--- src/hdl/hpc_consts.vh ---
// constants for the hot-plug channel configuration register bank
// How it works
// - each cleared limit bit removes 5, 10, 20 or 40 percent of limit and fast trip.
// - all-ones limit code gives 675 mV limit and 100 mV fast trip.
// - all-zero limit code scales limit and fast trip to one quarter.
// - power-good code 11 gives 10.5 V; cleared bits drop 600 mV and 1.2 V.
// - positive turn-off select moves the ORing threshold from -3 mV to +3 mV.
// - cleared ORing enable holds the blocking gate low.
// - five-bit fault time, half millisecond steps, resets to code 1.
// - high-rail master enable on bit 5; cleared pulls pass and blocking gates low.
// - all master enables reset to zero, every channel starts disabled.
// - interlock set blocks turn-on until the output is below 100 mV.
// - cleared bleed bit disconnects the output bleed resistor.
// - low rail runs only with enable bit and enable pin both asserted.
// - slot B high rail limits register decodes like slot A.
// - slot B high rail timing register decodes like slot A timing.
`ifndef HPC_CONSTS_VH
`define HPC_CONSTS_VH

// ----------------------------------------------------------------
// register offsets
// ----------------------------------------------------------------
`define HPC_OFS_A_HI_LIMITS 8'h00
`define HPC_OFS_A_HI_TIMING 8'h01
`define HPC_OFS_A_LO_TIMING 8'h02
`define HPC_OFS_B_HI_LIMITS 8'h03
`define HPC_OFS_B_HI_TIMING 8'h04

// ----------------------------------------------------------------
// reset values and field positions
// ----------------------------------------------------------------
`define HPC_RST_LIMITS 8'hBF
`define HPC_RST_TIMING 8'h01
`define HPC_CL_LSB 0
`define HPC_PG_LSB 4
`define HPC_HP_BIT 6
`define HPC_OR_BIT 7
`define HPC_FT_LSB 0
`define HPC_EN_BIT 5
`define HPC_UV_BIT 6
`define HPC_DS_BIT 7

// ----------------------------------------------------------------
// analog figures
// ----------------------------------------------------------------
`define HPC_CL_MAX_MV 675
`define HPC_FT_MAX_MV 100
`define HPC_CL_W0 5
`define HPC_CL_W1 10
`define HPC_CL_W2 20
`define HPC_CL_W3 40
`define HPC_PG_MAX_MV 10500
`define HPC_PG_B0_MV 600
`define HPC_PG_B1_MV 1200
`define HPC_TURNOFF_MV 3
`define HPC_FT_LSB_US 500

`endif

--- src/hdl/hpc_config_regs.v ---
// i2c-reached configuration register bank for a dual-slot hot-plug controller
`include "hpc_consts.vh"

module hpc_config_regs #(
    parameter [6:0] DEV_ADDR = 7'h40
) (
    input wire ref_clk,
    input wire rst_n,
    input wire scl_in,
    input wire sda_in,
    output wire sda_out,
    output reg sda_oe,
    input wire a_lo_enable_pin,
    input wire a_hi_output_low,
    input wire a_lo_output_low,
    input wire b_hi_output_low,
    output wire a_pass_gate_out,
    output wire a_blocking_gate_out,
    output wire a_lo_gate_drive,
    output wire b_pass_gate_out,
    output wire b_blocking_gate_out,
    output wire [3:0] a_hi_current_limit_code,
    output wire [3:0] b_hi_current_limit_code,
    output wire [6:0] a_hi_limit_pct,
    output wire [6:0] b_hi_limit_pct,
    output wire [9:0] a_hi_limit_mv,
    output wire [9:0] b_hi_limit_mv,
    output wire [6:0] a_hi_fast_trip_mv,
    output wire [6:0] b_hi_fast_trip_mv,
    output wire [1:0] a_hi_power_good_code,
    output wire [1:0] b_hi_power_good_code,
    output wire [13:0] a_hi_power_good_mv,
    output wire [13:0] b_hi_power_good_mv,
    output wire a_hi_positive_turnoff_sel,
    output wire b_hi_positive_turnoff_sel,
    output wire signed [3:0] a_hi_turnoff_mv,
    output wire signed [3:0] b_hi_turnoff_mv,
    output wire [4:0] a_hi_fault_time_code,
    output wire [4:0] a_lo_fault_time_code,
    output wire [4:0] b_hi_fault_time_code,
    output wire [13:0] a_hi_fault_time_us,
    output wire [13:0] a_lo_fault_time_us,
    output wire [13:0] b_hi_fault_time_us,
    output wire a_hi_bleed_connect,
    output wire a_lo_bleed_connect,
    output wire b_hi_bleed_connect
);

    // ----------------------------------------------------------------
    // i2c states
    // ----------------------------------------------------------------
    localparam [2:0] ST_IDLE = 3'd0;
    localparam [2:0] ST_DEV = 3'd1;
    localparam [2:0] ST_ACKD = 3'd2;
    localparam [2:0] ST_WR = 3'd3;
    localparam [2:0] ST_ACKW = 3'd4;
    localparam [2:0] ST_RD = 3'd5;
    localparam [2:0] ST_RACK = 3'd6;

    // ----------------------------------------------------------------
    // decode functions
    // ----------------------------------------------------------------
    // weighted limit decode
    function [6:0] cl_pct;
        input [3:0] code;
        begin
            cl_pct = 7'd100;
            if (!code[0]) cl_pct = cl_pct - 7'd`HPC_CL_W0;
            if (!code[1]) cl_pct = cl_pct - 7'd`HPC_CL_W1;
            if (!code[2]) cl_pct = cl_pct - 7'd`HPC_CL_W2;
            if (!code[3]) cl_pct = cl_pct - 7'd`HPC_CL_W3;
        end
    endfunction

    function [9:0] cl_mv;
        input [6:0] pct;
        reg [16:0] prod;
        begin
            prod = (17'd`HPC_CL_MAX_MV * {10'd0, pct}) / 17'd100;
            // quotient never exceeds the full-scale 675, so ten bits hold it
            cl_mv = prod[9:0];
        end
    endfunction

    function [13:0] pg_mv;
        input [1:0] code;
        begin
            pg_mv = 14'd`HPC_PG_MAX_MV;
            if (!code[0]) pg_mv = pg_mv - 14'd`HPC_PG_B0_MV;
            if (!code[1]) pg_mv = pg_mv - 14'd`HPC_PG_B1_MV;
        end
    endfunction

    function [13:0] ft_us;
        input [4:0] code;
        begin
            ft_us = {9'd0, code} * 14'd`HPC_FT_LSB_US;
        end
    endfunction

    // turn-on waits for a discharged output when interlocked
    function on_next;
        input en;
        input uv;
        input low;
        input on;
        begin
            if (!en)
                on_next = 1'b0;
            else if (on)
                on_next = 1'b1;
            else
                on_next = !uv || low;
        end
    endfunction

    // ----------------------------------------------------------------
    // registers and bus state
    // ----------------------------------------------------------------
    reg [7:0] a_hi_limits_r;
    reg [7:0] a_hi_timing_r;
    reg [7:0] a_lo_timing_r;
    reg [7:0] b_hi_limits_r;
    reg [7:0] b_hi_timing_r;
    reg [2:0] state_r;
    reg [3:0] cnt_r;
    reg [7:0] shift_r;
    reg [7:0] tx_r;
    reg [7:0] ptr_r;
    reg ptr_ok_r;
    reg rw_r;
    reg mack_r;
    reg scl_r;
    reg sda_r;
    reg scl_p_r;
    reg sda_p_r;
    reg a_hi_on_r;
    reg a_lo_on_r;
    reg b_hi_on_r;
    reg [7:0] rd_data;

    wire scl_rise = scl_r && !scl_p_r;
    wire scl_fall = !scl_r && scl_p_r;
    wire start_c = scl_r && scl_p_r && sda_p_r && !sda_r;
    wire stop_c = scl_r && scl_p_r && !sda_p_r && sda_r;
    wire [7:0] ptr_inc = ptr_r + 8'd1;

    // open drain: only ever pulls low
    assign sda_out = 1'b0;

    // read mux returns stored values, unmapped reads zero
    always @* begin
        case (ptr_r)
            `HPC_OFS_A_HI_LIMITS: rd_data = a_hi_limits_r;
            `HPC_OFS_A_HI_TIMING: rd_data = a_hi_timing_r;
            `HPC_OFS_A_LO_TIMING: rd_data = a_lo_timing_r;
            `HPC_OFS_B_HI_LIMITS: rd_data = b_hi_limits_r;
            `HPC_OFS_B_HI_TIMING: rd_data = b_hi_timing_r;
            default: rd_data = 8'h00;
        endcase
    end

    // pin sampling for edge and start/stop detection
    always @(posedge ref_clk or negedge rst_n) begin
        if (!rst_n) begin
            scl_r <= 1'b1;
            sda_r <= 1'b1;
            scl_p_r <= 1'b1;
            sda_p_r <= 1'b1;
        end else begin
            scl_r <= scl_in;
            sda_r <= sda_in;
            scl_p_r <= scl_r;
            sda_p_r <= sda_r;
        end
    end

    // i2c slave: pointer byte first, then data with auto-increment
    always @(posedge ref_clk or negedge rst_n) begin
        if (!rst_n) begin
            state_r <= ST_IDLE;
            cnt_r <= 4'd0;
            shift_r <= 8'h00;
            tx_r <= 8'h00;
            ptr_r <= 8'h00;
            ptr_ok_r <= 1'b0;
            rw_r <= 1'b0;
            mack_r <= 1'b0;
            sda_oe <= 1'b0;
            a_hi_limits_r <= `HPC_RST_LIMITS;
            a_hi_timing_r <= `HPC_RST_TIMING;
            a_lo_timing_r <= `HPC_RST_TIMING;
            b_hi_limits_r <= `HPC_RST_LIMITS;
            b_hi_timing_r <= `HPC_RST_TIMING;
        end else if (start_c) begin
            // repeated start keeps the pointer for a following read
            state_r <= ST_DEV;
            cnt_r <= 4'd0;
            ptr_ok_r <= 1'b0;
            sda_oe <= 1'b0;
        end else if (stop_c) begin
            state_r <= ST_IDLE;
            sda_oe <= 1'b0;
        end else begin
            case (state_r)
                ST_DEV, ST_WR: begin
                    if (scl_rise) begin
                        shift_r <= {shift_r[6:0], sda_r};
                        cnt_r <= cnt_r + 4'd1;
                    end else if (scl_fall && cnt_r == 4'd8) begin
                        if (state_r == ST_DEV) begin
                            if (shift_r[7:1] == DEV_ADDR) begin
                                rw_r <= shift_r[0];
                                sda_oe <= 1'b1;
                                state_r <= ST_ACKD;
                            end else begin
                                state_r <= ST_IDLE;
                            end
                        end else begin
                            if (!ptr_ok_r) begin
                                ptr_r <= shift_r;
                                ptr_ok_r <= 1'b1;
                            end else begin
                                // writes land in the addressed register
                                case (ptr_r)
                                    `HPC_OFS_A_HI_LIMITS: a_hi_limits_r <= shift_r;
                                    `HPC_OFS_A_HI_TIMING: a_hi_timing_r <= shift_r;
                                    `HPC_OFS_A_LO_TIMING: a_lo_timing_r <= shift_r;
                                    `HPC_OFS_B_HI_LIMITS: b_hi_limits_r <= shift_r;
                                    `HPC_OFS_B_HI_TIMING: b_hi_timing_r <= shift_r;
                                    default: ;
                                endcase
                                ptr_r <= ptr_inc;
                            end
                            sda_oe <= 1'b1;
                            state_r <= ST_ACKW;
                        end
                    end
                end
                ST_ACKD: begin
                    if (scl_fall) begin
                        cnt_r <= 4'd0;
                        if (rw_r) begin
                            tx_r <= rd_data;
                            sda_oe <= !rd_data[7];
                            state_r <= ST_RD;
                        end else begin
                            sda_oe <= 1'b0;
                            state_r <= ST_WR;
                        end
                    end
                end
                ST_ACKW: begin
                    if (scl_fall) begin
                        sda_oe <= 1'b0;
                        cnt_r <= 4'd0;
                        state_r <= ST_WR;
                    end
                end
                ST_RD: begin
                    if (scl_rise) begin
                        cnt_r <= cnt_r + 4'd1;
                    end else if (scl_fall) begin
                        if (cnt_r == 4'd8) begin
                            sda_oe <= 1'b0;
                            ptr_r <= ptr_inc;
                            state_r <= ST_RACK;
                        end else begin
                            tx_r <= {tx_r[6:0], 1'b0};
                            sda_oe <= !tx_r[6];
                        end
                    end
                end
                ST_RACK: begin
                    if (scl_rise) begin
                        mack_r <= !sda_r;
                    end else if (scl_fall) begin
                        // master nack ends the read burst
                        if (mack_r) begin
                            cnt_r <= 4'd0;
                            tx_r <= rd_data;
                            sda_oe <= !rd_data[7];
                            state_r <= ST_RD;
                        end else begin
                            state_r <= ST_IDLE;
                        end
                    end
                end
                default: begin
                    sda_oe <= 1'b0;
                end
            endcase
        end
    end

    // channel on-state with restart interlock
    always @(posedge ref_clk or negedge rst_n) begin
        if (!rst_n) begin
            a_hi_on_r <= 1'b0;
            a_lo_on_r <= 1'b0;
            b_hi_on_r <= 1'b0;
        end else begin
            // high rails run from the master enable
            // slot B timing register drives its channel
            a_hi_on_r <= on_next(a_hi_timing_r[`HPC_EN_BIT], a_hi_timing_r[`HPC_UV_BIT],
                                 a_hi_output_low, a_hi_on_r);
            b_hi_on_r <= on_next(b_hi_timing_r[`HPC_EN_BIT], b_hi_timing_r[`HPC_UV_BIT],
                                 b_hi_output_low, b_hi_on_r);
            // low rail needs bit and pin together
            a_lo_on_r <= on_next(a_lo_timing_r[`HPC_EN_BIT] && a_lo_enable_pin,
                                 a_lo_timing_r[`HPC_UV_BIT], a_lo_output_low, a_lo_on_r);
        end
    end

    // ----------------------------------------------------------------
    // gate drive and decoded settings
    // ----------------------------------------------------------------
    assign a_pass_gate_out = a_hi_on_r;
    assign b_pass_gate_out = b_hi_on_r;
    assign a_lo_gate_drive = a_lo_on_r;
    // cleared ORing enable keeps the blocking gate low
    assign a_blocking_gate_out = a_hi_on_r && a_hi_limits_r[`HPC_OR_BIT];
    assign b_blocking_gate_out = b_hi_on_r && b_hi_limits_r[`HPC_OR_BIT];

    assign a_hi_current_limit_code = a_hi_limits_r[`HPC_CL_LSB+3:`HPC_CL_LSB];
    assign b_hi_current_limit_code = b_hi_limits_r[`HPC_CL_LSB+3:`HPC_CL_LSB];
    // zero code lands at 25 percent
    assign a_hi_limit_pct = cl_pct(a_hi_current_limit_code);
    assign b_hi_limit_pct = cl_pct(b_hi_current_limit_code);
    assign a_hi_limit_mv = cl_mv(a_hi_limit_pct);
    assign b_hi_limit_mv = cl_mv(b_hi_limit_pct);
    // fast trip of 100 mV max equals the percentage in millivolts
    assign a_hi_fast_trip_mv = a_hi_limit_pct;
    assign b_hi_fast_trip_mv = b_hi_limit_pct;

    assign a_hi_power_good_code = a_hi_limits_r[`HPC_PG_LSB+1:`HPC_PG_LSB];
    assign b_hi_power_good_code = b_hi_limits_r[`HPC_PG_LSB+1:`HPC_PG_LSB];
    assign a_hi_power_good_mv = pg_mv(a_hi_power_good_code);
    assign b_hi_power_good_mv = pg_mv(b_hi_power_good_code);

    assign a_hi_positive_turnoff_sel = a_hi_limits_r[`HPC_HP_BIT];
    assign b_hi_positive_turnoff_sel = b_hi_limits_r[`HPC_HP_BIT];
    assign a_hi_turnoff_mv = a_hi_positive_turnoff_sel ? 4'sd`HPC_TURNOFF_MV : -4'sd`HPC_TURNOFF_MV;
    assign b_hi_turnoff_mv = b_hi_positive_turnoff_sel ? 4'sd`HPC_TURNOFF_MV : -4'sd`HPC_TURNOFF_MV;

    // fault time fields; short values are software's to pick
    assign a_hi_fault_time_code = a_hi_timing_r[`HPC_FT_LSB+4:`HPC_FT_LSB];
    assign a_lo_fault_time_code = a_lo_timing_r[`HPC_FT_LSB+4:`HPC_FT_LSB];
    assign b_hi_fault_time_code = b_hi_timing_r[`HPC_FT_LSB+4:`HPC_FT_LSB];
    assign a_hi_fault_time_us = ft_us(a_hi_fault_time_code);
    assign a_lo_fault_time_us = ft_us(a_lo_fault_time_code);
    assign b_hi_fault_time_us = ft_us(b_hi_fault_time_code);

    assign a_hi_bleed_connect = a_hi_timing_r[`HPC_DS_BIT];
    assign a_lo_bleed_connect = a_lo_timing_r[`HPC_DS_BIT];
    assign b_hi_bleed_connect = b_hi_timing_r[`HPC_DS_BIT];

endmodule

--- config.mk ---
export PLATFORM = sky130hd
export DESIGN_NAME = hpc_config_regs
export DESIGN_NICKNAME = d
export VERILOG_FILES = /design/src/hdl/hpc_config_regs.v
export VERILOG_INCLUDE_DIRS = /design/src /design/src/hdl
export SDC_FILE = /design/constraint.sdc
export NUM_CORES = 1
export LEC_CHECK = 0
export ABC_AREA = 1
export BUFFER_PORTS_ARGS = -buffer_cell sky130_fd_sc_hd__buf_4
export CORE_MARGIN = 2
export CORE_UTILIZATION = 65
export DETAILED_ROUTE_END_ITERATION = 16
export PLACE_DENSITY = 0.92
export SYNTH_ARGS = -nofsm -noshare
export SYNTH_HDL_FRONTEND = slang
export SYNTH_SLANG_ARGS = --single-unit
--- constraint.sdc ---
create_clock -name ref_clk -period 27.2 [get_ports ref_clk]
set_clock_uncertainty 0.2 [all_clocks]
set_input_delay 5.44 -clock ref_clk [delete_from_list [all_inputs] [get_ports ref_clk]]
set_output_delay 5.44 -clock ref_clk [all_outputs]
set_load 0.01 [all_outputs]
==> metrics.log <==
[metrics] R2R Setup Slk: between 20 and 25 ns
[metrics] Rows: 51
[metrics] depth of the worst register-to-register path: 6
[metrics] top-area cell type share of the netlist area: 16.5%
[metrics] number of maximum-capacitance violations: 0
[metrics] RR Startpoint: ptr_r[4]$_DFFE_PN0P_
[metrics] maximum single-stage delay on the critical path: 0.92 ns
[metrics] Yosys top cell by area: sky130_fd_sc_hd__ha_1
[metrics] top layer reached by signal wires: met4
[metrics] final instance count without filler cells: 2217
[metrics] synthesized area per cell: 7.00 um^2
[metrics] antenna diode count: 0
[metrics] Met2 Routed Length: 15400 um
[metrics] violation count after the first detailed-routing iteration: 983
[metrics] count of nets left with antenna violations after detail routing: 0
[metrics] die span in y: 145 um
[metrics] largest net degree at the start of global routing: just over 80
[metrics] overflow left after global routing: 0
[metrics] width of the die: 145 um
[metrics] terminating pin of the worst hold path: sda_p_r$_DFF_PN1_
[metrics] setup repair after global routing missed its margin: false
[metrics] required time worst endpoint: between 20 and 25 ns
[metrics] register bit count reported by yosys: 81
[metrics] final worst-path setup slack: 11.30 ns
[metrics] half-perimeter wire length after placement: around 25000 um
[metrics] arrival time of data at the critical path endpoint: 10.26 ns
[metrics] status: finished, final reports clean
[metrics] Starting Density: 66.4%
[metrics] Syn-to-layout area delta: 9.29%
[metrics] H-tree Lvls: 3
[metrics] Clk Tree Root Cell: sky130_fd_sc_hd__clkbuf_16
[metrics] path type of the worst min-delay path: reg2reg
[metrics] biggest fanout along the worst timing path: 8
[metrics] total routed wirelength: 30700 um
[metrics] R2R Path End: b_hi_timing_r[1]$_DFFE_PN0P_
[metrics] Finish-stage setup viols: 0
[metrics] post-synthesis instance total: 1853
[metrics] source of the worst hold timing path: sda_r$_DFF_PN1_
[metrics] sequential share of the synthesized area: 15.8%
[metrics] Tcrit/Tclk final: 58.5%
[metrics] core region area: 0.0195 mm^2
[metrics] via count: 12300
[metrics] Ys Warns: 0
[metrics] count of flip-flops with a built-in enable after synthesis: 0
[metrics] async set or reset register ratio after synthesis: 100%
[metrics] final hold vios: 0
[metrics] wl on met1: approximately 13000 um
[metrics] DR vias/cell: 5.53
[metrics] number of setup buffers added after CTS: 0
[metrics] Met3 Routed Length: 1690 um
[metrics] CTS hold repair buffers: 0
[metrics] share of cells above drive strength 1: 19.5%
[metrics] detailed-route wire length per cell: about 14 um
[metrics] type of the setup path with the least slack: reg2out
[metrics] top cells by count, synth: 395 x sky130_fd_sc_hd__nand2_1, 316 x sky130_fd_sc_hd__inv_1, 171 x sky130_fd_sc_hd__ha_1
[metrics] final hold slack: about 0.17 ns
[metrics] Critical Path Sink Type: output port
[metrics] crit-path most repeated cell: sky130_fd_sc_hd__nand2_2
[metrics] final-layout setup total negative slack: 0 ns
[metrics] top cells by area in the synthesized netlist: sky130_fd_sc_hd__ha_1 17%, sky130_fd_sc_hd__dfrtp_1 12%, sky130_fd_sc_hd__nand2_1 11%, sky130_fd_sc_hd__inv_1 9.2%, sky130_fd_sc_hd__fa_1 6.2%
[metrics] transition at the pin with the smallest max-transition slack: 1.19 ns
[metrics] number of remaining DRC errors: 0
[metrics] crit path launch type: flop
[metrics] Cell Pwr Density: ~23 mW/mm^2
[metrics] wire length of the first global-routing pass: 51900 um
[metrics] number of CTS-inserted buffers: 9
[metrics] Total Die Area: 0.0211 mm^2
[metrics] count of boundary I/O pins: 173
[metrics] via count of the first global-routing pass: between 10000 and 15000
[metrics] worst-case clock buffer depth: 2
[metrics] count of input and output buffers: 153
[metrics] critical path's slowest cell: sky130_fd_sc_hd__o21ai_0
[metrics] number of nets in the layout: 2166
[metrics] worst supply voltage drop on vdd: between 0.05 and 0.06 mV
[metrics] Clk Latency, worst-skew pair: 0.34 ns
[metrics] Worst-path clk slew: 0.06 ns
[metrics] first-pass iteration count of the detailed router: 7
[metrics] Cell Count Post-Placement: 2201
[metrics] worst hold path depth: 0
[metrics] shortest clock period the worst path allows after layout: 15.90 ns
[metrics] initial antenna violation count: 0
[metrics] most common cell in the netlist: sky130_fd_sc_hd__nand2_1
[metrics] final number of max-transition violations: 0
[metrics] post-placement setup slack: 11.69 ns
[metrics] dominant synthesized flop cell: sky130_fd_sc_hd__dfrtp_1
[metrics] number of gates given a new drive strength after cts: 0
[metrics] total number of clock tree sinks: 81
[metrics] headroom to the max-slew limit: 19.9%
[metrics] GRT Util Overall: 28.6%
[metrics] maximum operating frequency: 62.9 MHz
[metrics] routability congestion estimate from global placement: 0.931
[metrics] reported leakage power: slightly above 8 nW
[metrics] TritonCTS clock tree: built
[metrics] Netlist Area Pre-Place: 0.0130 mm^2
[metrics] count of different cell masters after synthesis: 60
## flip-flops by register name, indices dropped and copies added (netlist names), 3 cells and up
name,flops
state_r,3
ptr_r,8
a_hi_timing_r,8
shift_r,8
a_lo_timing_r,8
a_hi_limits_r,8
b_hi_limits_r,8
cnt_r,4
b_hi_timing_r,8
tx_r,7
## where the power goes
group	total [mW]	leakage [nW]	switching, mW	internal [mW]
Sequential	0.142	1.04	0.00941	0.133
Clock	0.108	0.128	0.0472	0.0611
Combinational	0.0809	6.96	0.0578	0.0230
Total	0.332	8.13	0.114	0.217
## cells by family after synthesis
kind of cell | Yosys count | synth area share (%)
buffers and inverters | 429 | 14.7
and+or+nand+nor | 818 | 31.5
DFF | 81 | 15.8
xor gates and xnor gates | 51 | 3.65
AOI/OAI and AO/OA | 261 | 11.6
other | 2 | 0.0579
adders and majority gates | 211 | 22.7
## stage by stage
stage          cell area [um^2]  util [%]  total power, mW
2_1_floorplan             13000         -            0.198
3_3_place_gp              13900      71.2            0.220
3_5_place_dp              13900      71.2            0.223
4_1_cts                   14200      72.5            0.330
5_1_grt                   14200      72.5            0.350
6_report                  14200      72.5            0.332
## cells in the final DEF (no fill, tap or decap), drive strengths merged, types with 2 or more instances in the layout
cell / count
nand2: 502
inv: 338
ha: 171
buf: 154
o21ai: 149
nand3: 132
nor2: 115
dfrtp: 60
a21oi: 58
nand4: 44
xor2: 42
fa: 40
dfstp: 21
conb: 19
nor3: 12
o211ai: 10
clkbuf: 10
xnor2: 9
o22ai: 8
o21bai: 8
clkinv: 7
nor4: 5
o221ai: 4
nand3b: 4
o31ai: 4
a2111oi: 4
o21a: 3
or2: 2
a21o: 2
o311ai: 2
a211oi: 2
clkinvlp: 2
a21boi: 2
## worst max-delay path by stage
stage                                 start          endpoint  slack [ns]  cells past startpoint
5_1_grt        b_hi_limits_r[0]$_DFFE_PN1P_  b_hi_limit_mv[0]       10.37                     61
3_3_place_gp   b_hi_limits_r[0]$_DFFE_PN1P_  b_hi_limit_mv[0]       11.99                     63
6_report       b_hi_limits_r[0]$_DFFE_PN1P_  b_hi_limit_mv[0]       11.30                     64
3_5_place_dp   b_hi_limits_r[0]$_DFFE_PN1P_  b_hi_limit_mv[0]       11.69                     65
4_1_cts        b_hi_limits_r[0]$_DFFE_PN1P_  b_hi_limit_mv[0]       11.31                     65
2_1_floorplan  b_hi_limits_r[0]$_DFFE_PN1P_  b_hi_limit_mv[0]       12.92                     64
## area by class of cell
type	count	area [um^2]
Tap cell	265	332
Clock inverter	6	35.0
Multi-Input combinational cell	1360	9080
Fill cell	1564	5360
Sequential cell	81	2050
Timing Repair Buffer	154	1160
Clock buffer	10	229
Inverter	341	1280
## worst max-delay path, delay by kind of cell (launching register included)
kind                       cells  cell delay (ns)
AOI/OAI and AO/OA              4             1.48
DFF                            1             0.64
and+or+nand+nor               48             4.77
xor gates and xnor gates       1             0.14
adders and majority gates      6             2.20
buffers and inverters          5             0.67
## metal layers
layer  global-route usage [%]  vias to the layer above
li1                         -                     6054
met1                     35.0                     5673
met2                     51.6                      437
met3                     3.08                       88
met4                     10.8                        0
met5                        0                        -
Note: power is estimated with default switching activity, not from simulation.
